$ cat src/verilog/ppol_pkg.sv
// Package of offsets, bit positions and reset values
package ppol_pkg;
    // Bus widths
    localparam int unsigned ADDR_W = 6;
    localparam int unsigned DATA_W = 8;
    // Register offsets in the I/O space
    localparam logic [5:0] PORT_D_PIN_LEVELS_OFS    = 6'h10;
    localparam logic [5:0] PORT_D_DIRECTION_OFS     = 6'h11;
    localparam logic [5:0] PORT_D_OUTPUT_LATCH_OFS  = 6'h12;
    localparam logic [5:0] PORT_C_PIN_LEVELS_OFS    = 6'h13;
    localparam logic [5:0] PORT_C_DIRECTION_OFS     = 6'h14;
    localparam logic [5:0] PORT_C_OUTPUT_LATCH_OFS  = 6'h15;
    localparam logic [5:0] PORT_B_PIN_LEVELS_OFS    = 6'h16;
    localparam logic [5:0] PORT_B_DIRECTION_OFS     = 6'h17;
    localparam logic [5:0] PORT_B_OUTPUT_LATCH_OFS  = 6'h18;
    // Reset values of the writable registers
    localparam logic [7:0] LATCH_RESET              = 8'h00;
    localparam logic [7:0] DIRECTION_RESET          = 8'h00;
    // Answer to an unmapped or idle read
    localparam logic [7:0] READ_IDLE                = 8'h00;
    // Port B alternate function bit positions
    localparam int unsigned PB_CNT0_BIT             = 0;
    localparam int unsigned PB_CNT1_BIT             = 1;
    localparam int unsigned PB_AIN_POS_BIT          = 2;
    localparam int unsigned PB_AIN_NEG_BIT          = 3;
    localparam int unsigned PB_SS_BIT               = 4;
    localparam int unsigned PB_MOSI_BIT             = 5;
    localparam int unsigned PB_MISO_BIT             = 6;
    localparam int unsigned PB_SCK_BIT              = 7;
    // Port C oscillator pin positions
    localparam int unsigned PC_OSC1_BIT             = 6;
    localparam int unsigned PC_OSC2_BIT             = 7;
    // Port D alternate function bit positions
    localparam int unsigned PD_RXD_BIT              = 0;
    localparam int unsigned PD_TXD_BIT              = 1;
    localparam int unsigned PD_IRQ0_BIT             = 2;
    localparam int unsigned PD_IRQ1_BIT             = 3;
    localparam int unsigned PD_CMP1B_BIT            = 4;
    localparam int unsigned PD_CMP1A_BIT            = 5;
    localparam int unsigned PD_CAPT_BIT             = 6;
    localparam int unsigned PD_CMP2_BIT             = 7;
    // Software visible state of the block
    typedef struct packed {
        logic [7:0] pb_latch;
        logic [7:0] pb_dir;
        logic [7:0] pc_latch;
        logic [7:0] pc_dir;
        logic [7:0] pd_latch;
        logic [7:0] pd_dir;
        logic [7:0] rd_data;
    } ppol_state_t;
endpackage

$ cat src/verilog/ppol_top.sv
// Port B override logic, port C and port D with register access
//
// Summary of operation
// (RULE1) SPI master forces MISO pin to input
// (RULE2) SPI slave: MISO direction from bit 6
// (RULE3) MOSI input as slave, bit 5 as master
// (RULE4) SS input as slave, bit 4 as master
// (RULE5) Slave SPI active only while SS low
// (RULE6) Forced inputs keep latch-controlled pull-up
// (RULE7) Power-down gates comparator pin digital readback
// (RULE8) Port B bits 1, 0 feed timer counters
// (RULE9) All pin inputs are synchronized first
// (RULE10) Port C: eight independent bidirectional pins
// (RULE11) Latch address reads latch, pin address pins
// (RULE12) Direction one drives latch, zero is input
// (RULE13) Pull-up only for input with latch one
// (RULE14) Reset tristates pins without needing clock
// (RULE15) Async timer 2 detaches port C pins 6, 7
// (RULE16) Port D: latch, direction, read-only pin address
// (RULE17) Port D pins carry UART, irq, timer functions
// (RULE18) SCK input as slave, bit 7 as master
// (RULE19) UART transmitter forces port D bit 1 output
// (RULE20) UART receiver forces port D bit 0 input
// (RULE21) Pin synchronizer is two flops deep
//
// Added by the designer: the strobed register port.
`timescale 1ns/1ps
`default_nettype none
module ppol_top #(
    parameter int unsigned PORT_W = 8
) (
    input  wire logic        clk,
    input  wire logic        rst_n,
    // Register port
    input  wire logic [5:0]  reg_addr,
    input  wire logic [7:0]  reg_wdata,
    input  wire logic        reg_we,
    input  wire logic        reg_re,
    output logic      [7:0]  reg_rdata,
    // Port B pins
    input  wire logic [7:0]  pb_in,
    output logic      [7:0]  pb_out,
    output logic      [7:0]  pb_oe_n,
    output logic      [7:0]  pb_pullup_en,
    // Port C pins
    input  wire logic [7:0]  pc_in,
    output logic      [7:0]  pc_out,
    output logic      [7:0]  pc_oe_n,
    output logic      [7:0]  pc_pullup_en,
    // Port D pins
    input  wire logic [7:0]  pd_in,
    output logic      [7:0]  pd_out,
    output logic      [7:0]  pd_oe_n,
    output logic      [7:0]  pd_pullup_en,
    // SPI controls and data from the SPI
    input  wire logic        spi_enable,
    input  wire logic        spi_master,
    input  wire logic        spi_sck_out,
    input  wire logic        spi_mosi_out,
    input  wire logic        spi_miso_out,
    // SPI data towards the SPI
    output logic             spi_sck_in,
    output logic             spi_mosi_in,
    output logic             spi_miso_in,
    output logic             spi_slave_active,
    // Power and timer controls
    input  wire logic        power_down,
    input  wire logic        async_timer2_clock_sel,
    // Counter sources and comparator digital readback
    output logic             timer0_count_in,
    output logic             timer1_count_in,
    output logic             comparator_pos_in,
    output logic             comparator_neg_in,
    // UART
    input  wire logic        uart_tx_enable,
    input  wire logic        uart_rx_enable,
    input  wire logic        uart_txd,
    output logic             uart_rxd,
    // External interrupt and capture inputs
    output logic             ext_irq0_in,
    output logic             ext_irq1_in,
    output logic             t1_capture_in,
    // Timer compare outputs and their enables
    input  wire logic        t1_compare_a_out,
    input  wire logic        t1_compare_a_en,
    input  wire logic        t1_compare_b_out,
    input  wire logic        t1_compare_b_en,
    input  wire logic        t2_compare_out,
    input  wire logic        t2_compare_en
);
    // Registered and next state
    ppol_pkg::ppol_state_t state_q;
    ppol_pkg::ppol_state_t state_d;

    // Synchronized pin levels, all three ports
    logic [3*PORT_W-1:0] pins_sync;
    logic [PORT_W-1:0]   pb_sync;    // Port B after sync
    logic [PORT_W-1:0]   pc_sync;    // Port C after sync
    logic [PORT_W-1:0]   pd_sync;    // Port D after sync

    // Readback views after gating
    logic [PORT_W-1:0]   pb_levels;  // Port B pin readback
    logic [PORT_W-1:0]   pc_levels;  // Port C pin readback
    logic [PORT_W-1:0]   pd_levels;  // Port D pin readback

    // Effective direction and output value per port
    logic [PORT_W-1:0]   pb_dir_eff;
    logic [PORT_W-1:0]   pb_val;
    logic [PORT_W-1:0]   pc_detach;  // Port C pins taken by oscillator
    logic [PORT_W-1:0]   pd_dir_eff;
    logic [PORT_W-1:0]   pd_val;

    // SPI mode decode
    logic                spi_is_master;
    logic                spi_is_slave;

    // Direction bits used by the overrides
    logic                pb_dir_bit4;
    logic                pb_dir_bit5;
    logic                pb_dir_bit6;
    logic                pb_dir_bit7;
    logic                pd_dir_bit1;

    // Read mux result
    logic [7:0]          rd_mux;

    // Pins pass two flops before anything reads them (see RULE9) (see RULE21)
    ppol_sync #(
        .WIDTH    (3 * PORT_W)
    ) u_sync (
        .clk      (clk),
        .rst_n    (rst_n),
        .async_in ({pd_in, pc_in, pb_in}),
        .sync_out (pins_sync)
    );

    // Split the synchronized vector per port
    assign pb_sync = pins_sync[PORT_W-1:0];
    assign pc_sync = pins_sync[2*PORT_W-1:PORT_W];
    assign pd_sync = pins_sync[3*PORT_W-1:2*PORT_W];

    // SPI mode flags
    assign spi_is_master = spi_enable & spi_master;
    assign spi_is_slave  = spi_enable & ~spi_master;

    // Direction bits named for the SPI pins and TXD
    assign pb_dir_bit4 = state_q.pb_dir[ppol_pkg::PB_SS_BIT];
    assign pb_dir_bit5 = state_q.pb_dir[ppol_pkg::PB_MOSI_BIT];
    assign pb_dir_bit6 = state_q.pb_dir[ppol_pkg::PB_MISO_BIT];
    assign pb_dir_bit7 = state_q.pb_dir[ppol_pkg::PB_SCK_BIT];
    assign pd_dir_bit1 = state_q.pd_dir[ppol_pkg::PD_TXD_BIT];

    // Port B direction with SPI overrides
    always_comb begin
        // Plain pins follow their direction bits
        pb_dir_eff = state_q.pb_dir;
        // SCK: input as slave, software direction otherwise
        pb_dir_eff[ppol_pkg::PB_SCK_BIT] = pb_dir_bit7 & ~spi_is_slave;    // see RULE18
        // MISO: input as master, software direction as slave
        pb_dir_eff[ppol_pkg::PB_MISO_BIT] = pb_dir_bit6 & ~spi_is_master;  // see RULE1 see RULE2
        // MOSI: input as slave, software direction as master
        pb_dir_eff[ppol_pkg::PB_MOSI_BIT] = pb_dir_bit5 & ~spi_is_slave;   // see RULE3
        // SS: input as slave, software direction as master
        pb_dir_eff[ppol_pkg::PB_SS_BIT] = pb_dir_bit4 & ~spi_is_slave;     // see RULE4
    end

    // Port B output values with SPI data
    always_comb begin
        // Default drive is the latch
        pb_val = state_q.pb_latch;
        // Master drives clock and data out
        if (spi_is_master) begin
            pb_val[ppol_pkg::PB_SCK_BIT]  = spi_sck_out;
            pb_val[ppol_pkg::PB_MOSI_BIT] = spi_mosi_out;
        end
        // Slave drives its data out
        if (spi_is_slave) begin
            pb_val[ppol_pkg::PB_MISO_BIT] = spi_miso_out;
        end
    end

    // Port C oscillator pins detach
    always_comb begin
        pc_detach = '0;
        pc_detach[ppol_pkg::PC_OSC1_BIT] = async_timer2_clock_sel;  // see RULE15
        pc_detach[ppol_pkg::PC_OSC2_BIT] = async_timer2_clock_sel;  // see RULE15
    end

    // Port D direction with UART overrides
    always_comb begin
        pd_dir_eff = state_q.pd_dir;
        // Transmitter forces TXD to output
        pd_dir_eff[ppol_pkg::PD_TXD_BIT] = pd_dir_bit1 | uart_tx_enable;  // see RULE19
        // Receiver forces RXD to input
        if (uart_rx_enable) begin
            pd_dir_eff[ppol_pkg::PD_RXD_BIT] = 1'b0;  // see RULE20
        end
    end

    // Port D output values
    always_comb begin
        pd_val = state_q.pd_latch;
        // Transmit data on bit 1
        if (uart_tx_enable) begin
            pd_val[ppol_pkg::PD_TXD_BIT] = uart_txd;  // see RULE17
        end
        // Enabled compare outputs replace latch
        if (t1_compare_b_en) begin
            pd_val[ppol_pkg::PD_CMP1B_BIT] = t1_compare_b_out;  // see RULE17
        end
        if (t1_compare_a_en) begin
            pd_val[ppol_pkg::PD_CMP1A_BIT] = t1_compare_a_out;  // see RULE17
        end
        if (t2_compare_en) begin
            pd_val[ppol_pkg::PD_CMP2_BIT] = t2_compare_out;  // see RULE17
        end
    end

    // Port B pads; nothing detached
    ppol_pad #(
        .WIDTH      (PORT_W)
    ) u_pad_b (
        .rst_n      (rst_n),
        .dir_eff    (pb_dir_eff),
        .out_val    (pb_val),
        .latch      (state_q.pb_latch),
        .detach     ({PORT_W{1'b0}}),
        .pin_out    (pb_out),
        .pin_oe_n   (pb_oe_n),
        .pin_pullup (pb_pullup_en)
    );

    // Port C pads; plain latch drive per pin (see RULE10) (see RULE12)
    ppol_pad #(
        .WIDTH      (PORT_W)
    ) u_pad_c (
        .rst_n      (rst_n),
        .dir_eff    (state_q.pc_dir),
        .out_val    (state_q.pc_latch),
        .latch      (state_q.pc_latch),
        .detach     (pc_detach),
        .pin_out    (pc_out),
        .pin_oe_n   (pc_oe_n),
        .pin_pullup (pc_pullup_en)
    );

    // Port D pads
    ppol_pad #(
        .WIDTH      (PORT_W)
    ) u_pad_d (
        .rst_n      (rst_n),
        .dir_eff    (pd_dir_eff),
        .out_val    (pd_val),
        .latch      (state_q.pd_latch),
        .detach     ({PORT_W{1'b0}}),
        .pin_out    (pd_out),
        .pin_oe_n   (pd_oe_n),
        .pin_pullup (pd_pullup_en)
    );

    // Port B readback, comparator pins gated
    always_comb begin
        pb_levels = pb_sync;
        if (power_down) begin
            pb_levels[ppol_pkg::PB_AIN_POS_BIT] = 1'b0;  // see RULE7
            pb_levels[ppol_pkg::PB_AIN_NEG_BIT] = 1'b0;  // see RULE7
        end
    end

    // Port C readback; detached pins read zero
    assign pc_levels = pc_sync & ~pc_detach;  // see RULE15
    // Port D readback is the plain synchronized level
    assign pd_levels = pd_sync;

    // Alternate inputs towards peripherals
    assign timer0_count_in   = pb_sync[ppol_pkg::PB_CNT0_BIT];        // see RULE8
    assign timer1_count_in   = pb_sync[ppol_pkg::PB_CNT1_BIT];        // see RULE8
    assign comparator_pos_in = pb_levels[ppol_pkg::PB_AIN_POS_BIT];
    assign comparator_neg_in = pb_levels[ppol_pkg::PB_AIN_NEG_BIT];
    assign spi_sck_in        = pb_sync[ppol_pkg::PB_SCK_BIT];
    assign spi_mosi_in       = pb_sync[ppol_pkg::PB_MOSI_BIT];
    assign spi_miso_in       = pb_sync[ppol_pkg::PB_MISO_BIT];
    // Slave is selected only while SS is held low
    assign spi_slave_active  = spi_is_slave & ~pb_sync[ppol_pkg::PB_SS_BIT];  // see RULE5
    // UART, interrupt and capture inputs on port D
    assign uart_rxd          = pd_sync[ppol_pkg::PD_RXD_BIT];         // see RULE17
    assign ext_irq0_in       = pd_sync[ppol_pkg::PD_IRQ0_BIT];        // see RULE17
    assign ext_irq1_in       = pd_sync[ppol_pkg::PD_IRQ1_BIT];        // see RULE17
    assign t1_capture_in     = pd_sync[ppol_pkg::PD_CAPT_BIT];        // see RULE17

    // Read mux over all nine addresses
    always_comb begin
        unique case (reg_addr)
            ppol_pkg::PORT_B_OUTPUT_LATCH_OFS: rd_mux = state_q.pb_latch;
            ppol_pkg::PORT_B_DIRECTION_OFS:    rd_mux = state_q.pb_dir;
            ppol_pkg::PORT_B_PIN_LEVELS_OFS:   rd_mux = pb_levels;
            ppol_pkg::PORT_C_OUTPUT_LATCH_OFS: rd_mux = state_q.pc_latch;  // see RULE11
            ppol_pkg::PORT_C_DIRECTION_OFS:    rd_mux = state_q.pc_dir;
            ppol_pkg::PORT_C_PIN_LEVELS_OFS:   rd_mux = pc_levels;         // see RULE11
            ppol_pkg::PORT_D_OUTPUT_LATCH_OFS: rd_mux = state_q.pd_latch;  // see RULE16
            ppol_pkg::PORT_D_DIRECTION_OFS:    rd_mux = state_q.pd_dir;    // see RULE16
            ppol_pkg::PORT_D_PIN_LEVELS_OFS:   rd_mux = pd_levels;         // see RULE16
            default:                           rd_mux = ppol_pkg::READ_IDLE;
        endcase
    end

    // Next state: register writes and read capture
    always_comb begin
        state_d = state_q;
        // Read data stand one cycle
        state_d.rd_data = reg_re ? rd_mux : ppol_pkg::READ_IDLE;
        // Writes land on latch and direction
        if (reg_we) begin
            unique case (reg_addr)
                ppol_pkg::PORT_B_OUTPUT_LATCH_OFS: state_d.pb_latch = reg_wdata;
                ppol_pkg::PORT_B_DIRECTION_OFS:    state_d.pb_dir   = reg_wdata;
                ppol_pkg::PORT_C_OUTPUT_LATCH_OFS: state_d.pc_latch = reg_wdata;  // see RULE10
                ppol_pkg::PORT_C_DIRECTION_OFS:    state_d.pc_dir   = reg_wdata;  // see RULE10
                ppol_pkg::PORT_D_OUTPUT_LATCH_OFS: state_d.pd_latch = reg_wdata;  // see RULE16
                ppol_pkg::PORT_D_DIRECTION_OFS:    state_d.pd_dir   = reg_wdata;  // see RULE16
                default: begin
                    // Pin addresses are read-only (see RULE11)
                end
            endcase
        end
    end

    // State register, synchronous reset
    always_ff @(posedge clk) begin
        if (!rst_n) begin
            state_q.pb_latch <= ppol_pkg::LATCH_RESET;
            state_q.pb_dir   <= ppol_pkg::DIRECTION_RESET;
            state_q.pc_latch <= ppol_pkg::LATCH_RESET;
            state_q.pc_dir   <= ppol_pkg::DIRECTION_RESET;
            state_q.pd_latch <= ppol_pkg::LATCH_RESET;
            state_q.pd_dir   <= ppol_pkg::DIRECTION_RESET;
            state_q.rd_data  <= ppol_pkg::READ_IDLE;
        end else begin
            state_q <= state_d;
        end
    end

    // Read data straight from its flop
    assign reg_rdata = state_q.rd_data;
endmodule
`default_nettype wire

$ cat src/verilog/ppol_sync.sv
// Two-stage synchronizer for a vector of pin levels
`timescale 1ns/1ps
`default_nettype none
module ppol_sync #(
    parameter int unsigned WIDTH = 24
) (
    input  wire logic             clk,
    input  wire logic             rst_n,
    input  wire logic [WIDTH-1:0] async_in,
    output logic      [WIDTH-1:0] sync_out
);
    // Both stages held in one state word
    typedef struct packed {
        logic [WIDTH-1:0] stage1;
        logic [WIDTH-1:0] stage2;
    } ppol_sync_state_t;

    ppol_sync_state_t state_q;  // Registered stages
    ppol_sync_state_t state_d;  // Next stages

    // Shift the pins through two flops; only stage2 is read outside
    always_comb begin
        state_d        = state_q;
        state_d.stage1 = async_in;
        state_d.stage2 = state_q.stage1;
    end

    // Register stages
    always_ff @(posedge clk) begin
        if (!rst_n) begin
            state_q <= '0;
        end else begin
            state_q <= state_d;
        end
    end

    assign sync_out = state_q.stage2;
endmodule
`default_nettype wire

$ cat src/verilog/ppol_pad.sv
// Per-pin pad control: drive, output enable and pull-up for one port
`timescale 1ns/1ps
`default_nettype none
module ppol_pad #(
    parameter int unsigned WIDTH = 8
) (
    input  wire logic             rst_n,
    input  wire logic [WIDTH-1:0] dir_eff,
    input  wire logic [WIDTH-1:0] out_val,
    input  wire logic [WIDTH-1:0] latch,
    input  wire logic [WIDTH-1:0] detach,
    output logic      [WIDTH-1:0] pin_out,
    output logic      [WIDTH-1:0] pin_oe_n,
    output logic      [WIDTH-1:0] pin_pullup
);
    // One pad cell per pin
    for (genvar i = 0; i < WIDTH; i++) begin : g_pad
        // Drive only when output, attached and reset released (see RULE12) (see RULE14)
        assign pin_oe_n[i]   = ~(dir_eff[i] & ~detach[i] & rst_n);
        // Pin value follows the selected source
        assign pin_out[i]    = out_val[i] & rst_n;
        // Pull-up needs input direction and latch one (see RULE13) (see RULE6)
        assign pin_pullup[i] = ~dir_eff[i] & latch[i] & ~detach[i] & rst_n;
    end
endmodule
`default_nettype wire

$ cat config.mk
export PLATFORM = sky130hd
export DESIGN_NAME = ppol_top
export DESIGN_NICKNAME = d
export VERILOG_FILES = /design/src/verilog/ppol_pkg.sv /design/src/verilog/ppol_top.sv /design/src/verilog/ppol_sync.sv /design/src/verilog/ppol_pad.sv
export SDC_FILE = /design/constraint.sdc
export NUM_CORES = 1
export LEC_CHECK = 0
export ABC_CLOCK_PERIOD_IN_PS = 2400
export BUFFER_PORTS_ARGS = -buffer_cell sky130_fd_sc_hd__buf_2
export CAP_MARGIN = 20
export CELL_PAD_IN_SITES_DETAIL_PLACEMENT = 1
export CELL_PAD_IN_SITES_GLOBAL_PLACEMENT = 2
export CORE_MARGIN = 1.5
export CORE_UTILIZATION = 33
export CTS_CLUSTER_SIZE = 10
export DETAILED_ROUTE_END_ITERATION = 8
export PLACE_DENSITY_LB_ADDON = 0.12
export SLEW_MARGIN = 20
export SYNTH_ARGS = -nofsm -noshare
export SYNTH_HDL_FRONTEND = slang
export SYNTH_SLANG_ARGS = --single-unit
$ cat constraint.sdc
create_clock -name clk -period 2.4 [get_ports clk]
set_clock_uncertainty 0.05 [all_clocks]
set_input_delay 0 -clock clk [delete_from_list [all_inputs] [get_ports clk]]
set_output_delay 0 -clock clk [all_outputs]
set_load 0.01 [all_outputs]
==> key figures <==
Hold path
  • Hold path endpoint: pb_dir_eff[3]
  • Hold Path Class: in2reg
  • WHS Path Cells: 2
  • Worst hold path startpoint: rst_n

Worst setup path
  • Worst r2r path cells: 4
  • RR Startpoint: pb_dir_bit4
  • Worst R2R End: reg_rdata[4]
  • CP max FO: 4
  • Crit path DAT: 1.67 ns
  • Critical-path cell list: mux4_1, and2_0, a221oi_1, o21ai_1
  • Setup crit end kind: flop
  • Slowest cell on the critical path: mux4_1
  • R2R Setup Slk: 0.91 ns
  • CP max stage delay: 0.49 ns
  • CP top delay family: multiplexers
  • Required @ worst endpoint: 2.58 ns
  • Buf+Inv Stages, Crit Path: 0
  • WS Path Type: reg2reg
  • Startpoint Class: flop

STA
  • Final Hold Violating Endpoints: 0
  • Slew headroom: 55.7%
  • Fin Hold WS: 0.0264 ns
  • Final Slew Violations: 0
  • Crit path time final: 1.49 ns
  • Setup-failing EPs final: 0
  • RSZ-0062 raised after global routing: no
  • Max Fclk: 0.671 GHz
  • Fin crit share: 62.1%
  • Final WS setup: 0.910 ns
  • Worst-Margin Slew: 0.664 ns
  • Setup TNS: 0 ns

Floorplan
  • Die Y: 122 microns
  • IO Pins: 150
  • Die area: 14,900 sq um
  • Initial Util: 33.8%
  • CORE AREA: 13,900 sq um
  • # rows: 43
  • Die X: 122 microns

Clocking
  • Root buffer cell: clkbuf_16
  • Clock-pin slew on the worst setup and hold paths: 0.07 ns
  • CTS Buffer Depth: 2
  • Setup fix buffers added after clock tree synthesis: 0
  • Total clock sinks: 104
  • CTS buffer count: 9
  • CTS tree: yes
  • Skew-Pair Late Insertion Delay: 0.34 ns
  • H-tree Lvls: 3

Run status
  • Outcome: finished clean

Yosys
  • Post-synthesis sequential area ratio: 44.4%
  • Mean Syn Cell Area: 9.91 sq um
  • Yosys warnings: 0
  • Yosys reg bits: 104
  • Ys flop type: dfxtp_1
  • Number of synthesized flops with an enable pin: 0
  • Asr flop ratio synth: 0%
  • Post-Synthesis Cell Area: 4690 sq um
  • Post-synth cell types: 46
  • Post-Syn Nets: 531
  • Post-Synthesis Cells: 473

Finish
  • Fillers: 1,640
  • Layout Nets: 686
  • Synth-to-Final Area Change: 29.0%
  • Layout cells sized above 1: 28.2%
  • Antenna Cells: 0

Drt
  • WL final: 13.6 mm
  • Routed len/inst: 16.8 microns
  • First-pass DRT Iterations: 4
  • Post-route DRC: 0
  • Vias/cell: 4.73
  • Initial DRC Count: 168
  • Antenna viol nets, final: 0
  • Detailed-route via count: 3,837

Place
  • HPWL Detailed: 10.0 mm
  • Dpl ws: 0.610 ns
  • Routability cong.: 0.775
  • PortBufs: 149

Power and ir drop
  • Leak pwr: 2.66 nW
  • Worst vdd ir: 0.000354 V
  • Power Dens Cells: 569 nW/um^2

Global routing
  • Vias in the first global route: 3,847
  • Total track usage: 18.5%
  • Congestion Overflow GR: 0
  • Initial antenna violation count: 0
  • Pin count of the biggest net entering global routing: 118
  • First-pass GRT wire length: 20.8 mm

Run
  • Max-cap violations: 0
-- placed cells by master (no fill, tap or decap), types with 2 or more instances in the layout --
cell	Yosys	routed
and3_1	4	4
clkbuf_16	0	9
dlygate4sd3_1	0	32
a22oi_1	6	6
o21ai_0	3	3
nand3_1	19	19
o21ai_1	2	2
nor3_1	5	5
o211ai_1	2	2
mux2i_1	48	48
a221oi_1	3	3
buf_4	10	2
a21boi_0	4	4
mux4_1	4	4
nor2b_1	63	63
mux4_2	5	5
a21oi_1	4	4
nor2_1	6	6
a22o_1	2	2
and4b_1	2	2
nand2b_1	2	2
dfxtp_1	104	104
and3b_1	3	3
buf_2	3	148
nand4b_1	2	2
mux2_2	3	3
nand2_1	46	46
and2_1	70	70
a21boi_1	7	7
-- layout make-up --
class | count | area [sq um] | share of cell area, %
clock buffer | 11 | 243 | 4.01
clock inverter | 4 | 30.0 | 0.496
inverter | 1 | 3.75 | 0.0620
multi-input combinational | 329 | 2370 | 39.2
sequential | 104 | 2080 | 34.4
tap | 180 | 225 | 3.72
timing repair buffer | 183 | 1100 | 18.1
-- where the power goes --
part / switching (mW) / total (mW) / internal (mW)
clock network: 0.636 / 1.37 / 0.730
logic: 0.144 / 0.289 / 0.146
registers: 0.0183 / 1.78 / 1.77
-- sequential cells by signal, indices dropped and copies added, names as in the netlist --
signal	cells
state_q	24
u_sync.state_d	24
u_sync.sync_out	24
reg_rdata	8
pd_dir_eff	6
pb_val	5
pb_dir_eff	4
pd_val	4
pb_dir_bit4	1
pb_dir_bit5	1
pb_dir_bit6	1
pb_dir_bit7	1
pd_dir_bit1	1
-- per-layer routing --
metal  vias up  wire (microns)  track usage [%]
li1       1894               -                -
met1      1826            6510             25.1
met2        99            6380             30.0
met3        18             546             3.02
met4         0             185             5.89
met5         -               0                0
-- worst max path at each step --
stage                     start            end  slack [ns]  cells past startpoint
global route        pb_dir_bit4   reg_rdata[4]        0.81                      4
detailed placement  reg_addr[0]  pd_dir_eff[3]        0.61                      5
finish              pb_dir_bit4   reg_rdata[4]        0.91                      4
CTS                 pb_dir_bit4   reg_rdata[4]        0.91                      4
global placement    reg_addr[0]    pd_dir_bit1        0.67                      5
floorplan           state_q[28]   reg_rdata[4]        1.04                      4
-- per-stage QoR --
| step | util (%) | cells | total power, mW | instance area [sq um] |
|---|---|---|---|---|
| after floorplan | - | 473 | 1.95 | 4690 |
| after global placement | 39.3 | 765 | 2.07 | 5460 |
| after detailed placement | 39.3 | 765 | 2.08 | 5460 |
| after CTS | 43.6 | 812 | 3.48 | 6050 |
| after global routing | 43.6 | 812 | 3.57 | 6050 |
| final | 43.6 | 812 | 3.44 | 6050 |
-- cells in the mapped netlist (2+ instances only) --
cell / count / area [sq um]
mux4_2: 5 / 113
nand3_1: 19 / 95.1
o21ai_0: 3 / 15.0
a221oi_1: 3 / 26.3
nor3_1: 5 / 25.0
nand4b_1: 2 / 17.5
a21boi_0: 4 / 30.0
o211ai_1: 2 / 15.0
clkbuf_1: 18 / 67.6
and2_1: 70 / 438
nand2_1: 46 / 173
a22oi_1: 6 / 45.0
o21ai_1: 2 / 10.0
nand2b_1: 2 / 12.5
nor2b_1: 63 / 394
nor2_1: 6 / 22.5
mux2i_1: 48 / 480
mux4_1: 4 / 105
buf_4: 10 / 75.1
buf_2: 3 / 15.0
a22o_1: 2 / 17.5
mux2_2: 3 / 33.8
a21oi_1: 4 / 20.0
and4b_1: 2 / 20.0
buf_6: 6 / 67.6
a21boi_1: 7 / 52.6
and3_1: 4 / 25.0
and3b_1: 3 / 26.3
dfxtp_1: 104 / 2080
-- what timing repair did --
item	CTS	global route
resized for setup	0	0
hold buffers	32	0
endpoints found under the hold margin	51	0
-- cells by family (layout without fill, tap and decap cells) --
kind of cell / count (synthesis) / in the layout / share of synthesized area [%]
buffers and inverters: 40 / 199 / 5.07
multiplexers: 60 / 60 / 15.6
flip-flops: 104 / 104 / 44.4
AND/OR/NAND/NOR: 232 / 232 / 29.1
AO/OA/AOI/OAI: 37 / 37 / 5.82
Power figures use the tool's default switching activity.
